===== config.mk =====
export PLATFORM = sky130hd
export DESIGN_NAME = mcrf_core_regs
export DESIGN_NICKNAME = d
export VERILOG_FILES = /design/src/pkg/mcrf_pkg.sv /design/src/logic/mcrf_arith_unit.sv /design/src/logic/mcrf_wait_counter.sv /design/src/logic/mcrf_core_regs.sv
export SDC_FILE = /design/constraint.sdc
export NUM_CORES = 2
export LEC_CHECK = 0
export BUFFER_PORTS_ARGS = -buffer_cell sky130_fd_sc_hd__buf_2
export CORE_MARGIN = 8
export CORE_UTILIZATION = 50
export DETAILED_ROUTE_END_ITERATION = 10
export PLACE_DENSITY = 0.75
export SYNTH_ARGS = -nofsm -noshare
export SYNTH_HDL_FRONTEND = slang
export SYNTH_SLANG_ARGS = --single-unit

===== constraint.sdc =====
create_clock -name i_clk_sys -period 16.4 [get_ports i_clk_sys]
set_clock_uncertainty 0.15 [all_clocks]
set_input_delay 2.46 -clock i_clk_sys [delete_from_list [all_inputs] [get_ports i_clk_sys]]
set_output_delay 2.46 -clock i_clk_sys [all_outputs]
set_load 0.03 [all_outputs]

===== src/pkg/mcrf_pkg.sv =====
// Shared constants, opcodes and helpers for the core register set.
// Assumes one core clock and a synchronous active-high core reset.
package mcrf_pkg;

  // Direct addresses on the special register port
  localparam logic [7:0] ADDR_WREG_TOP = 8'h1f;
  localparam logic [7:0] ADDR_SP       = 8'h81;
  localparam logic [7:0] ADDR_DPL      = 8'h82;
  localparam logic [7:0] ADDR_DPH      = 8'h83;
  localparam logic [7:0] ADDR_BUSTIM   = 8'h9d;
  localparam logic [7:0] ADDR_PSW      = 8'hd0;
  localparam logic [7:0] ADDR_ACC      = 8'he0;
  localparam logic [7:0] ADDR_B        = 8'hf0;

  // Values after reset
  localparam logic [7:0]  SP_RST     = 8'h07;
  localparam logic [15:0] PC_RST     = 16'h0000;
  localparam logic [1:0]  BANK_RST   = 2'h0;
  localparam logic [7:0]  BUSTIM_RST = 8'h00;

  // Flags word bit positions
  localparam int unsigned BIT_CY  = 7;
  localparam int unsigned BIT_AC  = 6;
  localparam int unsigned BIT_F0  = 5;
  localparam int unsigned BIT_RS1 = 4;
  localparam int unsigned BIT_RS0 = 3;
  localparam int unsigned BIT_OV  = 2;
  localparam int unsigned BIT_PAR = 0;

  // Wait states per memory access and bus timing fields
  localparam logic [2:0]  WAIT_HIV     = 3'h4;
  localparam logic [2:0]  WAIT_LOV     = 3'h5;
  localparam int unsigned BT_OVR       = 7;
  localparam int unsigned BT_FETCH_LSB = 4;
  localparam int unsigned BT_DATA_LSB  = 0;
  localparam int unsigned BT_W         = 3;

  // Operations that touch the accumulator and flags
  typedef enum logic [3:0] {
    OP_NONE = 4'h0,
    OP_SUM  = 4'h1,
    OP_SUMC = 4'h2,
    OP_DIFB = 4'h3,
    OP_PROD = 4'h4,
    OP_QUOT = 4'h5,
    OP_RLC  = 4'h6,
    OP_RRC  = 4'h7,
    OP_CLEAR_SIGNED_OVERRUN = 4'h8,
    OP_LOAD = 4'h9
  } mcrf_op_type;

  // Slot of a working register in the 32-entry bank area
  function automatic logic [4:0] bank_slot(input logic [1:0] rs,
                                           input logic [2:0] idx);
    bank_slot = {rs, idx};
  endfunction

endpackage


===== src/logic/mcrf_arith_unit.sv =====
// Combinational arithmetic and flag results for one operation.
// Assumes the caller registers every result it takes.
`timescale 1ns/100ps
module mcrf_arith_unit
  import mcrf_pkg::*;
(
  input  wire logic [3:0] i_op,      // Operation code
  input  wire logic [7:0] i_acc,     // Accumulator now
  input  wire logic [7:0] i_b,       // Second operand register now
  input  wire logic [7:0] i_opnd,    // Source operand
  input  wire logic       i_cy,      // Carry now
  output logic      [7:0] o_a,       // New accumulator
  output logic      [7:0] o_b,       // New second operand
  output logic            o_cy,      // New carry
  output logic            o_ac,      // New half carry
  output logic            o_ov,      // New signed overrun
  output logic            o_wr_a,    // Accumulator takes o_a
  output logic            o_wr_b,    // Second operand takes o_b
  output logic            o_upd_cy,  // Carry takes o_cy
  output logic            o_upd_ac,  // Half carry takes o_ac
  output logic            o_upd_ov   // Overrun takes o_ov
);
  logic [8:0]  wide;
  logic [4:0]  nib;
  logic [15:0] prod;
  logic        cin;

  // Result and flag selection per operation
  always_comb begin
    cin = (i_op == OP_SUMC || i_op == OP_DIFB) ? i_cy : 1'b0;
    wide = 9'h000;
    nib = 5'h00;
    prod = i_acc * i_b;
    {o_a, o_b, o_cy, o_ac, o_ov} = {i_acc, i_b, i_cy, 1'b0, 1'b0};
    {o_wr_a, o_wr_b, o_upd_cy, o_upd_ac, o_upd_ov} = 5'h00;
    case (i_op)
      OP_SUM, OP_SUMC: begin
        wide = {1'b0, i_acc} + {1'b0, i_opnd} + {8'h00, cin};
        nib = {1'b0, i_acc[3:0]} + {1'b0, i_opnd[3:0]} + {4'h0, cin};
        o_a = wide[7:0];
        o_cy = wide[8];
        o_ac = nib[4];
        o_ov = (i_acc[7] == i_opnd[7]) && (wide[7] != i_acc[7]);
        {o_wr_a, o_upd_cy, o_upd_ac, o_upd_ov} = 4'hf;
      end
      OP_DIFB: begin
        wide = {1'b0, i_acc} - {1'b0, i_opnd} - {8'h00, cin};
        nib = {1'b0, i_acc[3:0]} - {1'b0, i_opnd[3:0]} - {4'h0, cin};
        o_a = wide[7:0];
        o_cy = wide[8];
        o_ac = nib[4];
        o_ov = (i_acc[7] != i_opnd[7]) && (wide[7] != i_acc[7]);
        {o_wr_a, o_upd_cy, o_upd_ac, o_upd_ov} = 4'hf;
      end
      OP_PROD: begin
        {o_b, o_a} = prod;
        o_cy = 1'b0;
        o_ov = (prod[15:8] != 8'h00);
        {o_wr_a, o_wr_b, o_upd_cy, o_upd_ov} = 4'hf;
      end
      OP_QUOT: begin
        o_cy = 1'b0;
        o_ov = (i_b == 8'h00);
        if (i_b != 8'h00) begin
          o_a = i_acc / i_b;
          o_b = i_acc % i_b;
          {o_wr_a, o_wr_b} = 2'h3;
        end
        {o_upd_cy, o_upd_ov} = 2'h3;
      end
      OP_RLC: begin
        {o_cy, o_a} = {i_acc, i_cy};
        {o_wr_a, o_upd_cy} = 2'h3;
      end
      OP_RRC: begin
        {o_a, o_cy} = {i_cy, i_acc};
        {o_wr_a, o_upd_cy} = 2'h3;
      end
      OP_CLEAR_SIGNED_OVERRUN: begin
        o_ov = 1'b0;
        o_upd_ov = 1'b1;
      end
      OP_LOAD: begin
        o_a = i_opnd;
        o_wr_a = 1'b1;
      end
      default: ;
    endcase
  end
endmodule // mcrf_arith_unit


===== src/logic/mcrf_wait_counter.sv =====
// Wait-state counter for one memory access at a time.
// Assumes the caller only starts an access while o_busy is low.
`timescale 1ns/100ps
module mcrf_wait_counter
  import mcrf_pkg::*;
(
  input  wire logic       i_clk_sys,  // Core clock
  input  wire logic       i_sys_rst,  // Synchronous reset
  input  wire logic       i_start,    // Access begins
  input  wire logic [2:0] i_waits,    // Wait states for it
  output logic            o_busy,     // Access in progress
  output logic            o_done      // Last cycle of access
);
  typedef struct packed {
    logic       busy;
    logic [2:0] cnt;
  } mcrf_wait_type;

  mcrf_wait_type wc_reg;
  mcrf_wait_type wc_next;

  // Count waits down, finish on zero
  always_comb begin
    wc_next = wc_reg;
    if (wc_reg.busy) begin
      if (wc_reg.cnt == 3'h0) begin
        wc_next.busy = 1'b0;
      end else begin
        wc_next.cnt = wc_reg.cnt - 3'h1;
      end
    end else if (i_start) begin
      wc_next.busy = 1'b1;
      wc_next.cnt = i_waits;
    end
  end

  // State register
  always_ff @(posedge i_clk_sys) begin
    if (i_sys_rst) begin
      wc_reg <= '0;
    end else begin
      wc_reg <= wc_next;
    end
  end

  assign o_busy = wc_reg.busy;
  assign o_done = wc_reg.busy && (wc_reg.cnt == 3'h0);
endmodule // mcrf_wait_counter


===== src/logic/mcrf_core_regs.sv =====
// Core register set: stack, data pointer, fetch counter, accumulator,
// second operand, four working banks, flags word and access waits.
// Assumes the decode logic drives one-cycle command strobes.
// What this block does
// - Four wait states per access on high-voltage part, five on low.
// - Fetch and data use same waits unless bus timing register differs.
// - Eight-bit stack pointer increments before push, decrements after pop.
// - Stack pointer resets to 07h so first push lands at 08h.
// - Sixteen-bit data pointer built from low and high byte registers.
// - Fetch counter holds next address and resets to 0000h.
// - Accumulator gives operands, takes results; pairs with operand for mul/div.
// - Four banks of eight working registers fill locations 00h-1Fh.
// - Bank select bits map 00,01,10,11 to the four eight-byte blocks.
// - Bank zero is active after reset.
// - Carry set on add carry or subtract borrow; shifts update it too.
// - Half carry follows carry into or borrow from high nibble.
// - User flag changes only by software writes.
// - Overrun set on sign change, product above 255, divide by zero.
// - Overrun cleared otherwise by those ops; clear instruction clears it.
// - Parity bit is odd parity of accumulator, always current.
`timescale 1ns/100ps
module mcrf_core_regs
  import mcrf_pkg::*;
(
  input  wire logic        i_clk_sys,      // Core clock, 100 MHz
  input  wire logic        i_sys_rst,      // Synchronous reset, high
  input  wire logic        i_low_voltage,  // Low-voltage part variant
  input  wire logic [7:0]  i_sfr_addr,     // Direct address
  input  wire logic        i_sfr_wr,       // Direct write strobe
  input  wire logic [7:0]  i_sfr_wdata,    // Direct write data
  output logic      [7:0]  o_sfr_rdata,    // Direct read data
  input  wire logic [3:0]  i_alu_op,       // Arithmetic operation
  input  wire logic [7:0]  i_alu_operand,  // Arithmetic source
  input  wire logic [2:0]  i_wreg_sel,     // Working register index
  input  wire logic        i_wreg_wr,      // Working register write
  input  wire logic [7:0]  i_wreg_wdata,   // Working register data
  output logic      [7:0]  o_wreg_rdata,   // Working register read
  input  wire logic        i_push,         // Stack push strobe
  input  wire logic        i_pop,          // Stack pop strobe
  output logic      [7:0]  o_stack_pointer,       // Stack pointer
  input  wire logic        i_data_pointer_pair_inc,     // Data pointer increment
  output logic      [15:0] o_data_pointer_pair,   // Data pointer
  input  wire logic        i_pc_load,      // Fetch counter load
  input  wire logic [15:0] i_pc_value,     // Fetch counter value
  output logic      [15:0] o_next_fetch_counter,  // Next fetch address
  input  wire logic        i_fetch_req,    // Program fetch request
  input  wire logic        i_data_req,     // Data access request
  output logic             o_mem_busy,     // Access in progress
  output logic             o_mem_ready,    // Access completes
  output logic      [7:0]  o_arith_result_reg,    // Accumulator
  output logic      [7:0]  o_second_operand_reg,  // Second operand
  output logic      [7:0]  o_core_flags_word      // Flags word
);
  typedef struct packed {
    logic [7:0]       sp;
    logic [7:0]       pointer_low_byte;
    logic [7:0]       pointer_high_byte;
    logic [15:0]      pc;
    logic [7:0]       acc;
    logic [7:0]       b;
    logic             cy;
    logic             ac;
    logic             f0;
    logic [1:0]       rs;
    logic             ov;
    logic [7:0]       bustim;
    logic [31:0][7:0] wregs;
    logic [7:0]       rdata;
    logic [7:0]       wrdata;
    logic             fetch_acc;
  } mcrf_state_type;

  mcrf_state_type st_reg;
  mcrf_state_type st_next;

  logic [7:0] au_a;
  logic [7:0] au_b;
  logic       au_cy;
  logic       au_ac;
  logic       au_ov;
  logic       au_wr_a;
  logic       au_wr_b;
  logic       au_upd_cy;
  logic       au_upd_ac;
  logic       au_upd_ov;
  logic       wc_busy;
  logic       wc_done;
  logic       acc_start;
  logic [2:0] def_waits;
  logic [2:0] acc_waits;
  logic [7:0] flags_word;

  // Flags word assembly, parity always from accumulator
  assign flags_word = {st_reg.cy, st_reg.ac, st_reg.f0, st_reg.rs,
                       st_reg.ov, 1'b0, ^st_reg.acc};

  // Arithmetic on the accumulator and second operand
  mcrf_arith_unit u_arith (
    .i_op     (i_alu_op),
    .i_acc    (st_reg.acc),
    .i_b      (st_reg.b),
    .i_opnd   (i_alu_operand),
    .i_cy     (st_reg.cy),
    .o_a      (au_a),
    .o_b      (au_b),
    .o_cy     (au_cy),
    .o_ac     (au_ac),
    .o_ov     (au_ov),
    .o_wr_a   (au_wr_a),
    .o_wr_b   (au_wr_b),
    .o_upd_cy (au_upd_cy),
    .o_upd_ac (au_upd_ac),
    .o_upd_ov (au_upd_ov)
  );

  // Wait-state choice: variant default, or programmed per kind
  assign def_waits = i_low_voltage ? WAIT_LOV : WAIT_HIV;
  assign acc_start = (i_fetch_req || i_data_req) && !wc_busy;
  always_comb begin
    if (!st_reg.bustim[BT_OVR]) begin
      acc_waits = def_waits;
    end else if (i_fetch_req) begin
      acc_waits = st_reg.bustim[BT_FETCH_LSB +: BT_W];
    end else begin
      acc_waits = st_reg.bustim[BT_DATA_LSB +: BT_W];
    end
  end

  mcrf_wait_counter u_wait (
    .i_clk_sys (i_clk_sys),
    .i_sys_rst (i_sys_rst),
    .i_start   (acc_start),
    .i_waits   (acc_waits),
    .o_busy    (wc_busy),
    .o_done    (wc_done)
  );

  // Next state: software writes first, core strobes override
  always_comb begin
    st_next = st_reg;
    if (i_sfr_wr) begin
      if (i_sfr_addr <= ADDR_WREG_TOP) begin
        st_next.wregs[i_sfr_addr[4:0]] = i_sfr_wdata;
      end else begin
        case (i_sfr_addr)
          ADDR_SP:     st_next.sp = i_sfr_wdata;
          ADDR_DPL:    st_next.pointer_low_byte = i_sfr_wdata;
          ADDR_DPH:    st_next.pointer_high_byte = i_sfr_wdata;
          ADDR_ACC:    st_next.acc = i_sfr_wdata;
          ADDR_B:      st_next.b = i_sfr_wdata;
          ADDR_BUSTIM: st_next.bustim = i_sfr_wdata;
          ADDR_PSW: begin
            st_next.cy = i_sfr_wdata[BIT_CY];
            st_next.ac = i_sfr_wdata[BIT_AC];
            st_next.f0 = i_sfr_wdata[BIT_F0];
            st_next.rs = {i_sfr_wdata[BIT_RS1], i_sfr_wdata[BIT_RS0]};
            st_next.ov = i_sfr_wdata[BIT_OV];
          end
          default: ;
        endcase
      end
    end
    // Read data, unmapped addresses read zero
    if (i_sfr_addr <= ADDR_WREG_TOP) begin
      st_next.rdata = st_reg.wregs[i_sfr_addr[4:0]];
    end else begin
      case (i_sfr_addr)
        ADDR_SP:     st_next.rdata = st_reg.sp;
        ADDR_DPL:    st_next.rdata = st_reg.pointer_low_byte;
        ADDR_DPH:    st_next.rdata = st_reg.pointer_high_byte;
        ADDR_ACC:    st_next.rdata = st_reg.acc;
        ADDR_B:      st_next.rdata = st_reg.b;
        ADDR_BUSTIM: st_next.rdata = st_reg.bustim;
        ADDR_PSW:    st_next.rdata = flags_word;
        default:     st_next.rdata = 8'h00;
      endcase
    end
    // Working registers through the active bank
    if (i_wreg_wr) begin
      st_next.wregs[bank_slot(st_reg.rs, i_wreg_sel)] = i_wreg_wdata;
    end
    st_next.wrdata = st_reg.wregs[bank_slot(st_reg.rs, i_wreg_sel)];
    // Stack pointer movement
    if (i_push && !i_pop) begin
      st_next.sp = st_reg.sp + 8'h01;
    end else if (i_pop && !i_push) begin
      st_next.sp = st_reg.sp - 8'h01;
    end
    // Data pointer as one 16-bit counter
    if (i_data_pointer_pair_inc) begin
      {st_next.pointer_high_byte, st_next.pointer_low_byte} = {st_reg.pointer_high_byte, st_reg.pointer_low_byte} + 16'h0001;
    end
    // Arithmetic results
    if (au_wr_a) begin
      st_next.acc = au_a;
    end
    if (au_wr_b) begin
      st_next.b = au_b;
    end
    if (au_upd_cy) begin
      st_next.cy = au_cy;
    end
    if (au_upd_ac) begin
      st_next.ac = au_ac;
    end
    if (au_upd_ov) begin
      st_next.ov = au_ov;
    end
    // Fetch counter: load, else step after a completed fetch
    if (i_pc_load) begin
      st_next.pc = i_pc_value;
    end else if (wc_done && st_reg.fetch_acc) begin
      st_next.pc = st_reg.pc + 16'h0001;
    end
    if (acc_start) begin
      st_next.fetch_acc = i_fetch_req;
    end
  end

  // State register with reset values
  always_ff @(posedge i_clk_sys) begin
    if (i_sys_rst) begin
      st_reg <= '0;
      st_reg.sp <= SP_RST;
      st_reg.pc <= PC_RST;
      st_reg.rs <= BANK_RST;
      st_reg.bustim <= BUSTIM_RST;
    end else begin
      st_reg <= st_next;
    end
  end

  // Outputs
  assign o_sfr_rdata = st_reg.rdata;
  assign o_wreg_rdata = st_reg.wrdata;
  assign o_stack_pointer = st_reg.sp;
  assign o_data_pointer_pair = {st_reg.pointer_high_byte, st_reg.pointer_low_byte};
  assign o_next_fetch_counter = st_reg.pc;
  assign o_mem_busy = wc_busy;
  assign o_mem_ready = wc_done;
  assign o_arith_result_reg = st_reg.acc;
  assign o_second_operand_reg = st_reg.b;
  assign o_core_flags_word = flags_word;
endmodule // mcrf_core_regs


==> metrics.txt <==
# TYPE chip_impl_metric gauge
chip_impl_metric{name="clock_tree.buffer_depth",unit=""} 3
chip_impl_metric{name="global_route_wire_length_before_repair",unit="um"} 139000
chip_impl_metric{name="route.vias.total",unit=""} 24094
chip_impl_metric{name="post_cts.resized_instances",unit=""} 0
chip_impl_info{name="status",value="complete, no violations"} 1
chip_impl_metric{name="syn_inst",unit=""} 2943
chip_impl_metric{name="stdcell_area",unit="um^2"} 27700
chip_impl_metric{name="synth_edf_count",unit=""} 0
chip_impl_metric{name="worstSkewPairLatency",unit="ns"} 0.57
chip_impl_metric{name="tns",unit="ns"} 0
chip_impl_info{name="clock_tree_from_tritoncts",value="done"} 1
chip_impl_metric{name="max_cap_viols",unit=""} 0
chip_impl_metric{name="area_overhead_of_the_layout_relative_to_synthesis",unit="%"} 6.32
chip_impl_metric{name="worstPathBufferInverterCount",unit=""} 4
chip_impl_metric{name="cp_num_cells",unit=""} 48
chip_impl_metric{name="finalCritPeriodShare",unit="%"} 86.1
chip_impl_metric{name="htree_levels",unit=""} 2
chip_impl_metric{name="maxSlewViolCount",unit=""} 0
chip_impl_metric{name="first_global_vias",unit=""} 23217
chip_impl_metric{name="initial_utilization",unit="%"} 50.6
chip_impl_info{name="slowest_stage",value="sky130_fd_sc_hd__a41oi_1"} 1
chip_impl_metric{name="cp.arrival",unit="ns"} 14.43
chip_impl_metric{name="clock_sinks",unit=""} 347
chip_impl_metric{name="post-cts-setup-buffer-count",unit=""} 0
chip_impl_info{name="timing.critical_path.mode_cell",value="sky130_fd_sc_hd__ha_1"} 1
chip_impl_metric{name="die_h",unit="um"} 244
chip_impl_metric{name="layout_min_cycle_time",unit="ns"} 14.11
chip_impl_metric{name="ys_ff_latch",unit=""} 347
chip_impl_metric{name="number_of_placement_rows",unit=""} 83
chip_impl_metric{name="die-area",unit="um^2"} 59600
chip_impl_metric{name="ant_nets",unit=""} 0
chip_impl_metric{name="critical_path.max_fanout",unit=""} 14
chip_impl_metric{name="core-area",unit="um^2"} 51400
chip_impl_metric{name="synthesis.area_per_instance",unit="um^2"} 8.84
chip_impl_info{name="class_of_the_tightest_hold_or_removal_check",value="reg2reg"} 1
chip_impl_metric{name="detail_route.wirelength",unit="um"} 91500
chip_impl_info{name="timing_worst_setup_path_type",value="reg2reg"} 1
chip_impl_metric{name="route.detailed.drc",unit=""} 0
chip_impl_metric{name="worst-endpoint-required",unit="ns"} 16.71
chip_impl_metric{name="die-width",unit="um"} 244
chip_impl_metric{name="worstMarginPinSlew",unit="ns"} 1.23
chip_impl_metric{name="cts_hold_buf",unit=""} 0
chip_impl_info{name="critical_path.top_delay_family",value="compound AO/OA/AOI/OAI gates"} 1
chip_impl_metric{name="synth.yosys.seq_area_share",unit="%"} 26.7
chip_impl_metric{name="antenna_found_initial",unit=""} 4
chip_impl_metric{name="synth_async_sr_flop_share",unit="%"} 0
chip_impl_metric{name="r2r_cells",unit=""} 48
chip_impl_info{name="ctsRootBufferMaster",value="sky130_fd_sc_hd__clkbuf_16"} 1
chip_impl_metric{name="final_instance_count_without_filler_cells",unit=""} 3553
chip_impl_metric{name="ios",unit=""} 148
chip_impl_info{name="layout.cells.most_common",value="sky130_fd_sc_hd__nor2_1"} 1
chip_impl_metric{name="report.final.setup_viol",unit=""} 0
chip_impl_metric{name="detailed_place.area",unit="um^2"} 26300
chip_impl_metric{name="cts_inserted_buffers",unit=""} 40
chip_impl_info{name="worst_setup_path_end_kind",value="register"} 1
chip_impl_metric{name="wl_per_cell",unit="um"} 25.7
chip_impl_metric{name="timing.max_slew.rel_slack",unit="%"} 17.5
chip_impl_metric{name="grt_overflow_total",unit=""} 0
chip_impl_metric{name="global_route.usage.total",unit="%"} 29.2
chip_impl_metric{name="first_pass_iteration_count_of_the_detailed_router",unit=""} 9
chip_impl_info{name="final_cell_mix",value="sky130_fd_sc_hd__nor2_1 (414), sky130_fd_sc_hd__dfxtp_1 (347), sky130_fd_sc_hd__a211oi_1 (280)"} 1
chip_impl_metric{name="drive_above_1_share",unit="%"} 14.1
chip_impl_metric{name="yosysTopAreaCellShare",unit="%"} 26.7
chip_impl_metric{name="io_buffers",unit=""} 146
chip_impl_info{name="yosys_most_used_dff",value="sky130_fd_sc_hd__dfxtp_1"} 1
chip_impl_metric{name="yosysWarnings",unit=""} 0
chip_impl_info{name="unrepaired_setup_endpoints_after_global_routing",value="false"} 1
chip_impl_metric{name="hold_path_depth",unit=""} 2
chip_impl_metric{name="detailed_route_iter0_violations",unit=""} 2950
chip_impl_metric{name="place.detailed.instances",unit=""} 3476
chip_impl_metric{name="slowest_delay",unit="ns"} 0.95
chip_impl_metric{name="clkSlewWorstSetupHoldPaths",unit="ns"} 0.06
chip_impl_info{name="synthTopCellsByArea",value="sky130_fd_sc_hd__dfxtp_1 (27%), sky130_fd_sc_hd__mux4_2 (11%), sky130_fd_sc_hd__mux2i_1 (11%)"} 1
chip_impl_metric{name="detailedPlacementHpwl",unit="um"} 62300
chip_impl_metric{name="route.detailed.vias_per_inst",unit=""} 6.78
chip_impl_metric{name="mappedNetlistNets",unit=""} 3160
chip_impl_metric{name="hold_violations",unit=""} 0
chip_impl_metric{name="post_synth_design_cell_area",unit="um^2"} 26000
chip_impl_info{name="timing.critical_path.from_type",value="register"} 1
chip_impl_metric{name="pin_count_of_the_biggest_net_entering_global_routing",unit=""} 105
chip_impl_info{name="netlist.top_cell.by_area",value="sky130_fd_sc_hd__dfxtp_1"} 1
chip_impl_metric{name="gp_routability_congestion",unit=""} 1.00
chip_impl_metric{name="largest_register_ff_count",unit=""} 265
chip_impl_metric{name="final_hold_slack",unit="ns"} 0.321
chip_impl_metric{name="final_nets",unit=""} 3055
chip_impl_metric{name="maxClockFrequency",unit="MHz"} 70.9
chip_impl_metric{name="post_synth_num_cell_types",unit=""} 81
[stage by stage]
step / setup WS, ns / util [%]
after detailed placement: 2.57 / 51.1
after floorplan: 4.94 / -
final: 2.29 / 53.8
after CTS: 2.50 / 53.8
after global placement: 2.99 / 51.1
after global routing: 1.37 / 53.8
[tightest hold or removal path, delay by kind of cell, from the launching register on]
| family | cells | cell delay (ns) |
|---|---|---|
| DFF | 1 | 0.31 |
| and+or+nand+nor | 1 | 0.06 |
| AOI/OAI and AO/OA | 1 | 0.06 |
[path summary, 6_finish.rpt]
| path | from | end | slack, ns |
|---|---|---|---|
| worst max-delay path | o_second_operand_reg[0]$_SDFFE_PP0P_ | o_second_operand_reg[6]$_SDFFE_PP0P_ | 2.29 |
| worst min-delay path | st_reg[276]$_SDFFE_PP0P_ | st_reg[276]$_SDFFE_PP0P_ | 0.32 |
| worst max register to register | o_second_operand_reg[0]$_SDFFE_PP0P_ | o_second_operand_reg[6]$_SDFFE_PP0P_ | 2.29 |
| worst min register to register | st_reg[276]$_SDFFE_PP0P_ | st_reg[276]$_SDFFE_PP0P_ | 0.32 |
[logic make-up after synthesis]
| group | share of synthesized area (%) |
|---|---|
| and+or+nand+nor | 13.8 |
| AOI/OAI and AO/OA | 19.4 |
| buffers and inverters | 7.57 |
| muxes | 22.2 |
| DFF | 26.7 |
| adders and majority gates | 8.45 |
| xor gates and xnor gates | 1.85 |
| other | 0.0144 |
[final cells by class]
cell class,count,area [um^2]
repair buffers,171,936
well taps,680,851
flip-flops and latches,347,6950
fillers,4632,23800
inverters,120,450
diodes,5,12.5
clock buffers,51,1100
multi-input cells,2158,17100
clock inverters,21,254
[Yosys cell counts, types with 4 or more instances]
master	count
sky130_fd_sc_hd__nor2_2	4
sky130_fd_sc_hd__a21oi_1	114
sky130_fd_sc_hd__dfxtp_1	347
sky130_fd_sc_hd__clkbuf_1	209
sky130_fd_sc_hd__a22oi_1	59
sky130_fd_sc_hd__mux2i_1	279
sky130_fd_sc_hd__o22ai_1	6
sky130_fd_sc_hd__buf_2	13
sky130_fd_sc_hd__inv_1	119
sky130_fd_sc_hd__or3_1	14
sky130_fd_sc_hd__nor3b_1	14
sky130_fd_sc_hd__nor2_1	414
sky130_fd_sc_hd__a41oi_1	7
sky130_fd_sc_hd__nor3_1	41
sky130_fd_sc_hd__o21a_1	11
sky130_fd_sc_hd__a22o_1	14
sky130_fd_sc_hd__nand3_1	44
sky130_fd_sc_hd__a2111oi_0	6
sky130_fd_sc_hd__mux2_2	7
sky130_fd_sc_hd__a221oi_1	25
sky130_fd_sc_hd__a211oi_1	280
sky130_fd_sc_hd__o221ai_1	6
sky130_fd_sc_hd__o211ai_1	9
sky130_fd_sc_hd__fa_1	41
sky130_fd_sc_hd__nand2b_1	18
sky130_fd_sc_hd__a31oi_1	28
sky130_fd_sc_hd__mux4_2	128
sky130_fd_sc_hd__and3_1	19
sky130_fd_sc_hd__nor2b_1	13
sky130_fd_sc_hd__buf_1	15
sky130_fd_sc_hd__a311oi_1	8
sky130_fd_sc_hd__xnor2_1	39
sky130_fd_sc_hd__xor2_1	16
sky130_fd_sc_hd__buf_4	80
sky130_fd_sc_hd__a21o_1	21
sky130_fd_sc_hd__ha_1	110
sky130_fd_sc_hd__and2_1	8
sky130_fd_sc_hd__o311ai_0	7
sky130_fd_sc_hd__o21ai_0	73
sky130_fd_sc_hd__nand4_1	15
sky130_fd_sc_hd__a222oi_1	9
sky130_fd_sc_hd__nand2_1	186
sky130_fd_sc_hd__nor4_1	4
sky130_fd_sc_hd__or2_2	10
[layer usage]
metal,up-vias,GRT usage (%),part of all wire [%]
met5,-,0,0.042
li1,10564,-,-
met1,11658,38.0,39
met2,1573,45.4,44
met4,6,11.5,4.3
met3,293,8.28,12
Power is not shown: default switching activity piles up to over one toggle a cycle in this logic, so the estimate is an artifact.
